[config.mk]
export PLATFORM = sky130hd
export DESIGN_NAME = mtpbc_host
export DESIGN_NICKNAME = d
export VERILOG_FILES = /design/src/rtl/mtpbc_host.v
export VERILOG_INCLUDE_DIRS = /design/src /design/src/rtl
export SDC_FILE = /design/constraint.sdc
export NUM_CORES = 1
export LEC_CHECK = 0
export ABC_AREA = 1
export BUFFER_PORTS_ARGS = -buffer_cell sky130_fd_sc_hd__buf_4
export CAP_MARGIN = 20
export CORE_UTILIZATION = 44
export CTS_CLUSTER_DIAMETER = 100
export DETAILED_ROUTE_END_ITERATION = 8
export PLACE_DENSITY = 0.71
export SLEW_MARGIN = 20
export SYNTH_ARGS = -nofsm -noshare
export SYNTH_HDL_FRONTEND = slang
export SYNTH_SLANG_ARGS = --single-unit
[constraint.sdc]
create_clock -name core_clk_in -period 2 [get_ports core_clk_in]
set_clock_uncertainty 0.15 [all_clocks]
set_input_delay 0 -clock core_clk_in [delete_from_list [all_inputs] [get_ports core_clk_in]]
set_output_delay 0 -clock core_clk_in [all_outputs]
set_load 0.005 [all_outputs]
[src/rtl/mtpbc_map.vh]
`ifndef MTPBC_MAP_VH
`define MTPBC_MAP_VH
// ****************************************
// Host command codes
// ****************************************
`define MTPBC_CMD_READ      3'h0
`define MTPBC_CMD_WRITE     3'h1
`define MTPBC_CMD_IDREAD    3'h2
`define MTPBC_CMD_RESET     3'h3
`define MTPBC_CMD_STANDBY   3'h4
`define MTPBC_CMD_PROGRAM   3'h5
`define MTPBC_CMD_AUTOSEL   3'h6
// ****************************************
// Command sequence values
// ****************************************
`define MTPBC_UNLOCK1_ADDR  21'h000555
`define MTPBC_UNLOCK2_ADDR  21'h0002AA
`define MTPBC_UNLOCK1_DATA  16'h00AA
`define MTPBC_UNLOCK2_DATA  16'h0055
`define MTPBC_PROG_DATA     16'h00A0
`define MTPBC_AUTOSEL_DATA  16'h0090
`define MTPBC_ID_A9_BIT     9
`define MTPBC_ID_A6_BIT     6
`define MTPBC_LOCK_BIT      7
// ****************************************
// Timing in ns at a 10 ns clock
// ****************************************
`define MTPBC_CLK_NS        10
`define MTPBC_ACCESS_NS     90
`define MTPBC_RESET_NS      500
`define MTPBC_WRPULSE_NS    50
`define MTPBC_ACCESS_CYC    ((`MTPBC_ACCESS_NS+`MTPBC_CLK_NS-1)/`MTPBC_CLK_NS)
`define MTPBC_RESET_CYC     ((`MTPBC_RESET_NS+`MTPBC_CLK_NS-1)/`MTPBC_CLK_NS)
`define MTPBC_WRPULSE_CYC   ((`MTPBC_WRPULSE_NS+`MTPBC_CLK_NS-1)/`MTPBC_CLK_NS)
`endif

[src/rtl/mtpbc_host.v]
// What this block does
// - Read: chip select and output enable low, write enable high.
// - Write: write enable and chip select low, output enable high.
// - Host returns to idle after reset and does not restart an aborted operation.
// - ID read: high voltage on A9, A6 low, A1 and A0 from the command address select code.
// - Program: two unlocks, A0 setup, then address and data.
`include "mtpbc_map.vh"
`default_nettype none
module mtpbc_host #(
   parameter AW = 21,
   parameter DW = 16
) (
   input  wire          core_clk_in,
   input  wire          rst_in,
   input  wire          cmd_valid_in,
   input  wire [2:0]    cmd_op_in,
   input  wire [AW-1:0] cmd_addr_in,
   input  wire [DW-1:0] cmd_data_in,
   input  wire          accel_req_in,
   output reg           cmd_ready_out,
   output reg           rsp_valid_out,
   output reg  [DW-1:0] rsp_data_out,
   output reg           rsp_locked_out,
   output reg  [AW-1:0] mem_addr_out,
   output reg           chip_select_n_out,
   output reg           output_enable_n_out,
   output reg           write_enable_n_out,
   output reg           reset_n_out,
   output reg           id_high_voltage_out,
   output reg           accel_program_pin_out,
   input  wire [DW-1:0] mem_data_in,
   output reg  [DW-1:0] mem_data_out,
   output reg           mem_data_oe_out
);
   // ****************************************
   // States
   // ****************************************
   localparam [2:0] ST_IDLE  = 3'h0;
   localparam [2:0] ST_READ  = 3'h1;
   localparam [2:0] ST_WLOW  = 3'h2;
   localparam [2:0] ST_WHIGH = 3'h3;
   localparam [2:0] ST_RST   = 3'h4;
   localparam [2:0] ST_DONE  = 3'h5;
   // Counts are worked out as integers and cut to the counter width here.
   localparam integer ACCESS_CYC_I = `MTPBC_ACCESS_CYC;
   localparam integer RST_CYC_I    = `MTPBC_RESET_CYC;
   localparam integer WR_CYC_I     = `MTPBC_WRPULSE_CYC;
   localparam [7:0]   ACCESS_CYC   = ACCESS_CYC_I[7:0];
   localparam [7:0]   RST_CYC      = RST_CYC_I[7:0];
   localparam [7:0]   WR_CYC       = WR_CYC_I[7:0];

   reg [2:0]    state_r;
   reg [7:0]    cnt_r;
   reg [1:0]    seq_r;
   reg [1:0]    seq_len_r;
   reg [AW-1:0] tgt_addr_r;
   reg [DW-1:0] tgt_data_r;
   reg          is_id_r;

   // Address and data for one step of a multi-cycle command sequence.
   reg [AW-1:0] step_addr;
   reg [DW-1:0] step_data;
   always @* begin
      step_addr = tgt_addr_r;
      step_data = tgt_data_r;
      case (seq_r)
         2'h0: begin
            step_addr = `MTPBC_UNLOCK1_ADDR;
            step_data = `MTPBC_UNLOCK1_DATA;
         end
         2'h1: begin
            step_addr = `MTPBC_UNLOCK2_ADDR;
            step_data = `MTPBC_UNLOCK2_DATA;
         end
         2'h2: begin
            step_addr = `MTPBC_UNLOCK1_ADDR;
            step_data = (seq_len_r == 2'h3) ? `MTPBC_PROG_DATA
                                           : `MTPBC_AUTOSEL_DATA;
         end
         default: begin
            step_addr = tgt_addr_r;
            step_data = tgt_data_r;
         end
      endcase
   end

   always @(posedge core_clk_in) begin
      if (rst_in) begin
         state_r               <= ST_IDLE;
         cnt_r                 <= 8'h00;
         seq_r                 <= 2'h0;
         seq_len_r             <= 2'h0;
         tgt_addr_r            <= {AW{1'b0}};
         tgt_data_r            <= {DW{1'b0}};
         is_id_r               <= 1'b0;
         cmd_ready_out         <= 1'b0;
         rsp_valid_out         <= 1'b0;
         rsp_data_out          <= {DW{1'b0}};
         rsp_locked_out        <= 1'b0;
         mem_addr_out          <= {AW{1'b0}};
         chip_select_n_out     <= 1'b1;
         output_enable_n_out   <= 1'b1;
         write_enable_n_out    <= 1'b1;
         reset_n_out           <= 1'b1;
         id_high_voltage_out   <= 1'b0;
         accel_program_pin_out <= 1'b0;
         mem_data_out          <= {DW{1'b0}};
         mem_data_oe_out       <= 1'b0;
      end else begin
         rsp_valid_out <= 1'b0;
         accel_program_pin_out <= accel_req_in;
         case (state_r)
            ST_IDLE: begin
               cmd_ready_out <= 1'b1;
               if (cmd_valid_in && cmd_ready_out) begin
                  cmd_ready_out <= 1'b0;
                  tgt_addr_r    <= cmd_addr_in;
                  tgt_data_r    <= cmd_data_in;
                  cnt_r         <= 8'h00;
                  is_id_r       <= 1'b0;
                  case (cmd_op_in)
                     // Array read cycle; from standby too.
                     `MTPBC_CMD_READ: begin
                        mem_addr_out        <= cmd_addr_in;
                        chip_select_n_out   <= 1'b0;
                        output_enable_n_out <= 1'b0;
                        state_r             <= ST_READ;
                     end
                     // High voltage ID read, A6 low, A1 and A0 from the command address.
                     `MTPBC_CMD_IDREAD: begin
                        mem_addr_out <= {{(AW-2){1'b0}},
                                         cmd_addr_in[1:0]};
                        mem_addr_out[`MTPBC_ID_A9_BIT] <= 1'b1;
                        id_high_voltage_out <= 1'b1;
                        chip_select_n_out   <= 1'b0;
                        output_enable_n_out <= 1'b0;
                        is_id_r             <= 1'b1;
                        state_r             <= ST_READ;
                     end
                     // Reset pulse held one cycle past the minimum time.
                     `MTPBC_CMD_RESET: begin
                        reset_n_out <= 1'b0;
                        state_r     <= ST_RST;
                     end
                     `MTPBC_CMD_STANDBY: begin
                        chip_select_n_out <= 1'b1;
                        state_r           <= ST_DONE;
                     end
                     `MTPBC_CMD_PROGRAM: begin
                        seq_r     <= 2'h0;
                        seq_len_r <= 2'h3;
                        state_r   <= ST_WLOW;
                     end
                     // Autoselect entry sequence of three writes.
                     `MTPBC_CMD_AUTOSEL: begin
                        seq_r     <= 2'h0;
                        seq_len_r <= 2'h2;
                        state_r   <= ST_WLOW;
                     end
                     default: begin
                        seq_r     <= 2'h3;
                        seq_len_r <= 2'h3;
                        state_r   <= ST_WLOW;
                     end
                  endcase
               end
            end
            ST_READ: begin
               // Address held stable through the access time.
               cnt_r <= cnt_r + 8'h01;
               if (cnt_r == ACCESS_CYC) begin
                  rsp_data_out        <= mem_data_in;
                  // Lock indicator on an ID read.
                  rsp_locked_out      <= is_id_r & tgt_addr_r[0] &
                                         tgt_addr_r[1] &
                                         mem_data_in[`MTPBC_LOCK_BIT];
                  rsp_valid_out       <= 1'b1;
                  output_enable_n_out <= 1'b1;
                  id_high_voltage_out <= 1'b0;
                  mem_addr_out[`MTPBC_ID_A9_BIT] <=
                     is_id_r ? 1'b0 : mem_addr_out[`MTPBC_ID_A9_BIT];
                  state_r             <= ST_IDLE;
               end
            end
            ST_WLOW: begin
               // Output enable high, chip select low, then write enable low from the second cycle.
               output_enable_n_out <= 1'b1;
               chip_select_n_out   <= 1'b0;
               mem_addr_out        <= step_addr;
               mem_data_out        <= step_data;
               mem_data_oe_out     <= 1'b1;
               cnt_r               <= cnt_r + 8'h01;
               if (cnt_r == 8'h01)
                  write_enable_n_out <= 1'b0;
               // Data held until after the rising strobe.
               if (cnt_r == WR_CYC + 8'h01) begin
                  write_enable_n_out <= 1'b1;
                  cnt_r              <= 8'h00;
                  state_r            <= ST_WHIGH;
               end
            end
            ST_WHIGH: begin
               cnt_r <= cnt_r + 8'h01;
               if (cnt_r == 8'h01) begin
                  mem_data_oe_out <= 1'b0;
                  cnt_r           <= 8'h00;
                  // The command ends once seq_r reaches seq_len_r; a plain write issues only the target step.
                  if (seq_r == seq_len_r) begin
                     rsp_valid_out <= 1'b1;
                     state_r       <= ST_IDLE;
                  end else begin
                     seq_r   <= seq_r + 2'h1;
                     state_r <= ST_WLOW;
                  end
               end
            end
            ST_RST: begin
               // Release with no extra recovery wait.
               cnt_r <= cnt_r + 8'h01;
               if (cnt_r == RST_CYC) begin
                  // Ready returns at once; aborted work is not reissued.
                  reset_n_out   <= 1'b1;
                  rsp_valid_out <= 1'b1;
                  state_r       <= ST_IDLE;
               end
            end
            ST_DONE: begin
               rsp_valid_out <= 1'b1;
               state_r       <= ST_IDLE;
            end
            default: state_r <= ST_IDLE;
         endcase
      end
   end
endmodule
`default_nettype wire

# After elaboration in Yosys (flattened, before gate mapping)
# Index checks and enable logic that the tools add are counted.
totals:
  in_bits: 60
  ff_bits: 116
  output_inout_bits: 63
classes:
  n_addsub: 2
  reduce_logical: 31
  mux: 53
  n_bitwise: 4
  n_eq_ne: 31
op_table:
  columns: ["op", "count"]
  rows:
  - ["21-bit case mux with 2 select lines", 2]
  - ["16-bit case mux with 3 select lines", 1]
  - ["8-bit case mux with 4 select lines", 1]
  - ["8-bit 2-to-1 mux", 3]
  - ["11-bit case mux with 2 select lines", 1]
  - ["21-bit 2-to-1 mux", 1]
  - ["1-bit 2-to-1 mux", 20]
  - ["2-bit != test (second input constant)", 9]
  - ["9-bit case mux with 2 select lines", 1]
  - ["3-bit equality test (second input constant)", 5]
  - ["3-bit 2-to-1 mux", 5]
  - ["3-bit case mux with 5 select lines", 1]
  - ["5-bit AND reduction", 3]
  - ["3-bit by 2-bit equality test with 1-bit output (second input constant)", 4]
  - ["2-bit case mux with 2 select lines", 3]
  - ["4-bit AND reduction", 3]
  - ["2-bit nonzero test", 6]
  - ["1-bit case mux with 2 select lines", 5]
  - ["2-bit AND reduction", 5]
  - ["3-bit case mux with 3 select lines", 1]
  - ["3-bit AND reduction", 3]
  - ["8-bit by 1-bit adder with 8-bit output (second input constant)", 1]
  - ["8-bit by 1-bit equality test with 1-bit output (second input constant)", 1]
  - ["8-bit by 3-bit equality test with 1-bit output (second input constant)", 1]
  - ["other kinds (23)", 35]

# Depth between registers and ports, before layout
logic_depth:
  depth_word: 5
  depth_mapped: 11

# Worst setup path before layout
# Ideal clock, no wire load.
synth_path:
  path_type: "register to register"
  from: "register seq_r[0]"
  to: "register mem_addr_out[10]"
  stages_incl_launch_ff: 7
  arrival_ps: 1297
  required_ps: 1733
  setup_time_ps: 117
  period_less_slack_ps: 1564
  path_slack_ps: 436
  path_cell_list: "dfxtp_1 -> inv_1 -> ha_1 -> o211ai_1 -> o211ai_1 -> nor2_1 -> nor2_1"
synth_between:
  elab_chain_len: 4
synth_lines:
  columns: ["element", "line", "text"]
  rows:
  - ["start: declaration", "mtpbc_host.v:54", "reg [1:0] seq_r;"]
  - ["start signal: assignment", "mtpbc_host.v:212", "seq_r <= seq_r + 2'h1;"]
  - ["2-bit equality test or 2-bit logical NOT (tied branches)", "mtpbc_host.v:66", "case (seq_r)"]
  - ["2-bit OR reduction (no source line)", null, null]
  - ["21-bit case mux with 2 select lines *", "mtpbc_host.v:66", null]
  - ["11-bit case mux with 2 select lines *", "mtpbc_host.v:112", "case (state_r)"]
  - ["end signal: assignment", "mtpbc_host.v:100", "mem_addr_out <= {AW{1'b0}};"]
  - ["end signal: assignment", "mtpbc_host.v:124", "mem_addr_out <= cmd_addr_in;"]
  - ["end signal: assignment", "mtpbc_host.v:131", "mem_addr_out <= {{(AW-2){1'b0}},"]
  - ["end: declaration", "mtpbc_host.v:24", "output reg [AW-1:0] mem_addr_out,"]
# Every way passes the cells marked *; elsewhere a longest branch is shown, timed or not.
# A chain may end at the register's enable or synchronous reset.

# Worst setup path in the final report
layout_path:
  from: "register cnt_r[1]"
  to: "register cnt_r[1]"
layout_between:
  elab_chain_len: 3
layout_lines:
  columns: ["element", "line", "text"]
  rows:
  - ["start: declaration", "mtpbc_host.v:53", "reg [7:0] cnt_r;"]
  - ["start signal: assignment", "mtpbc_host.v:170", "cnt_r <= cnt_r + 8'h01;"]
  - ["start signal: assignment", "mtpbc_host.v:192", "cnt_r <= cnt_r + 8'h01;"]
  - ["start signal: assignment", "mtpbc_host.v:203", "cnt_r <= cnt_r + 8'h01;"]
  - ["8-bit by 1-bit adder with 8-bit output (tied with other cells)", null, null]
  - ["8-bit 2-to-1 mux, on equally long branches", "mtpbc_host.v:204, mtpbc_host.v:196", null]
  - ["8-bit case mux with 4 select lines *", "mtpbc_host.v:112", null]
# Marked as above.

==> run metrics <==
HP Class=in2reg; Avg WL per Cell=between 10 and 15 um; Worst Hold Depth=5; Layout area overhead=43.50%; FMAX=roughly 0.55 GHz; Yosys cell types=31; boundary pin count=123; Remaining DRCs=0; Die Wd=about 110 um; worst r2r path cells=8; delay-heaviest family, CP=simple AND/OR/NAND/NOR gates; CTS Buf Count=17; # H-tree levels=4; CP Max Fanout=5; cell depth of the worst setup path=8; vias=5148; post-synthesis adder-cell area fraction=1.750%; area leader, netlist=dfxtp_1; RSZ-0062 raised after global routing=no; Critical path buffers and inverters=0; Pre-Repair DR Iteration Count=5; Netlist Area Pre-Place=5005 sq um; layout cell share with drive strength beyond 1=20.50%; warnings from Yosys=0; CTS sink cnt=116; Routed Antenna Nets=0; Clock Path Buffers=2; largest net degree at the start of global routing=62; CTS tree=done; initial antenna violation count=0; largest cells by area after synthesis=dfxtp_1 (46%), nand2_1 (8.9%), o21ai_0 (8.7%); Leak=3.121 nW; Worst setup SP type=flip-flop; top_reg_cell synth=dfxtp_1; Critical Path, Cell by Cell=ha_1, nand3_1, o21ai_0, nand2_1, nor2_1, nand2_1, nand2_1, a21oi_1; Post-Synth Simple-Gate Area=23.88%; Final Hold Fails=0; Arr. time, crit path=1960 ps; pwr dens=1262 nW/um^2; Slowest-stage cell, CP=dfxtp_1; Critical Path RT=2140 ps; Slowest Stage Delay on Critical Path=420 ps; Clock Latency Late Sink=410 ps; Synth top area share=46.40%; Cells after Synth=685; CP dominant cell by count=nand2_1; Post-Synth XOR/XNOR Area=0.5250%; Reg clk slew, reported paths=50 ps; DP Cell Count=around 930; fin crit period=roughly 1800 ps; Post-Syn Nets=752; Final Max Slew Viols=0; Placeable Area=10980 sq um; Synth Area in Compound Gates=between 10% and 20%; endpoints failing setup=0; Final #Nets=approximately 930; DR iter-0 viols=314; Syn Area/Cell=~7.3 sq um; largest family of logic cells by synthesized area=simple AND/OR/NAND/NOR gates; vias in the first global route=5005; final hold slack=about 86 ps; Post-CTS Setup Bufs=0; vias per inst=5.057; I/O Buffers=122; Post-Layout Cell Count=1018; GRT Total Usage=24.63%; Initial Util=around 46%; commonest non-fill, non-tap cell in the layout=buf_4; post-detail-place hpwl=8868 um; die area=roughly 12000 sq um; Tcrit/Tclk final=90.85%; number of flops mapped to enable cells by yosys=0; root buffer cell=clkbuf_16; Final GP Congestion=0.8718; Slew @ Worst Pin=558.4 ps; Max-Cap Viols=0; Max VDD drop=0.7122 mV; global-route wire length before repair=22630 um; slew margin rel.=between 60% and 70%; GR Overflow Total=0; CP Class=reg2reg; mux contribution to synthesized area=0%; number of synthesized register bits=116; Die Y=108.7 um; Async S/R FF share, synth=0%; most frequent cells in the layout=buf_4 (135), nand2_1 (119), dfxtp_1 (115), nor2_1 (112), o21ai_0 (87); critical path capture point type=flip-flop; ant diodes=0; status=complete, no violations; sequential element share of the synthesized area=46.40%; # rows=38; final wirelength=14110 um
==> worst min-delay path, stage by stage <==
cell	delay [ps]
buf_4	110
nand2_1	230
nor2_1	120
nor2_1	80
nor2_1	40
==> sequential cells by signal (all words and copies together) (netlist names) <==
signal / count
mem_data_oe_out: 1
accel_program_pin_out: 1
rsp_data_out: 16
write_enable_n_out: 1
seq_r: 2
output_enable_n_out: 1
is_id_r: 1
cnt_r: 8
reset_n_out: 1
cmd_ready_out: 1
seq_len_r: 2
id_high_voltage_out: 1
state_r: 3
mem_addr_out: 21
rsp_locked_out: 1
tgt_data_r: 16
chip_select_n_out: 1
rsp_valid_out: 1
mem_data_out: 16
tgt_addr_r: 21
==> logic make-up after synthesis <==
| family | after synthesis |
|---|---|
| AOI/OAI and AO/OA | 179 |
| xor gates and xnor gates | 3 |
| adders and majority gates | 7 |
| buffers and inverters | 95 |
| DFF | 116 |
| and+or+nand+nor | 285 |
==> synthesized netlist by cell type (4+ instances only) <==
cell / instances
a21oi_1: 65
a31oi_1: 6
buf_2: 11
buf_6: 5
clkbuf_1: 12
dfxtp_1: 116
ha_1: 7
inv_1: 53
inv_2: 7
nand2_1: 119
nand3_1: 41
nor2_1: 112
o211ai_1: 11
o21ai_0: 87
o31ai_1: 4
==> where the power goes <==
| part | switching, mW | leakage [nW] | internal (mW) |
|---|---|---|---|
| Clock | 0.997 | 0.277 | 1.93 |
| Combinational | 1.82 | 1.90 | 1.19 |
| Sequential | 0.284 | 0.944 | 2.85 |
| Total | 3.10 | 3.12 | 5.96 |
==> area by class of cell <==
cell class,instances,area (sq um)
tap,140,175.2
fill,923,3801
multi-input combinational,474,2260
timing repair inverter,1,7.507
clock buffer,28,496.7
inverter,60,235.2
sequential,116,2323
clock inverter,4,70.07
timing repair buffer,195,1614
==> metal layers <==
metal  global-route usage, %  share of wire (%)  wire, um  vias up
met5                       0                  0         0        -
met4                   8.494                1.2       163        0
met3                   6.754                6.2       868       18
met2                   44.12                 50      7091      148
met1                   28.01                 42      5990     2378
li1                        -                  -         -     2604
==> worst paths after layout <==
kind / startpoint / end / slack (ps)
setup reg to reg: cnt_r[1] / cnt_r[1] / 180
hold reg to reg: tgt_addr_r[4] / tgt_addr_r[4] / 300
hold / removal: cmd_valid_in / seq_len_r[1] / 90
setup / recovery: cnt_r[1] / cnt_r[1] / 180
==> metrics by stage <==
step                setup WS [ps]  instance area, sq um  utilization, %  setup TNS (ps)  power [mW]
finish                      182.9                  7182           65.39               0       9.063
global route                38.12                  7182           65.39               0       9.661
CTS                         26.94                  7176           65.33               0       9.060
detailed placement         -4.452                  5996           54.59          -4.452       6.005
global placement            68.43                  5996           54.59               0       5.914
floorplan                   436.0                  5005               -               0       5.026
==> what timing repair did <==
action | in CTS | in global routing
hold buffers | 61 | 0
pin swaps | 0 | 1
setup endpoints to repair | 10 | 11
cloned | 0 | 1
endpoints found under the hold margin | 84 | 0
resized for setup | 1 | 4
No activity file was read; power rests on OpenSTA's default activity.
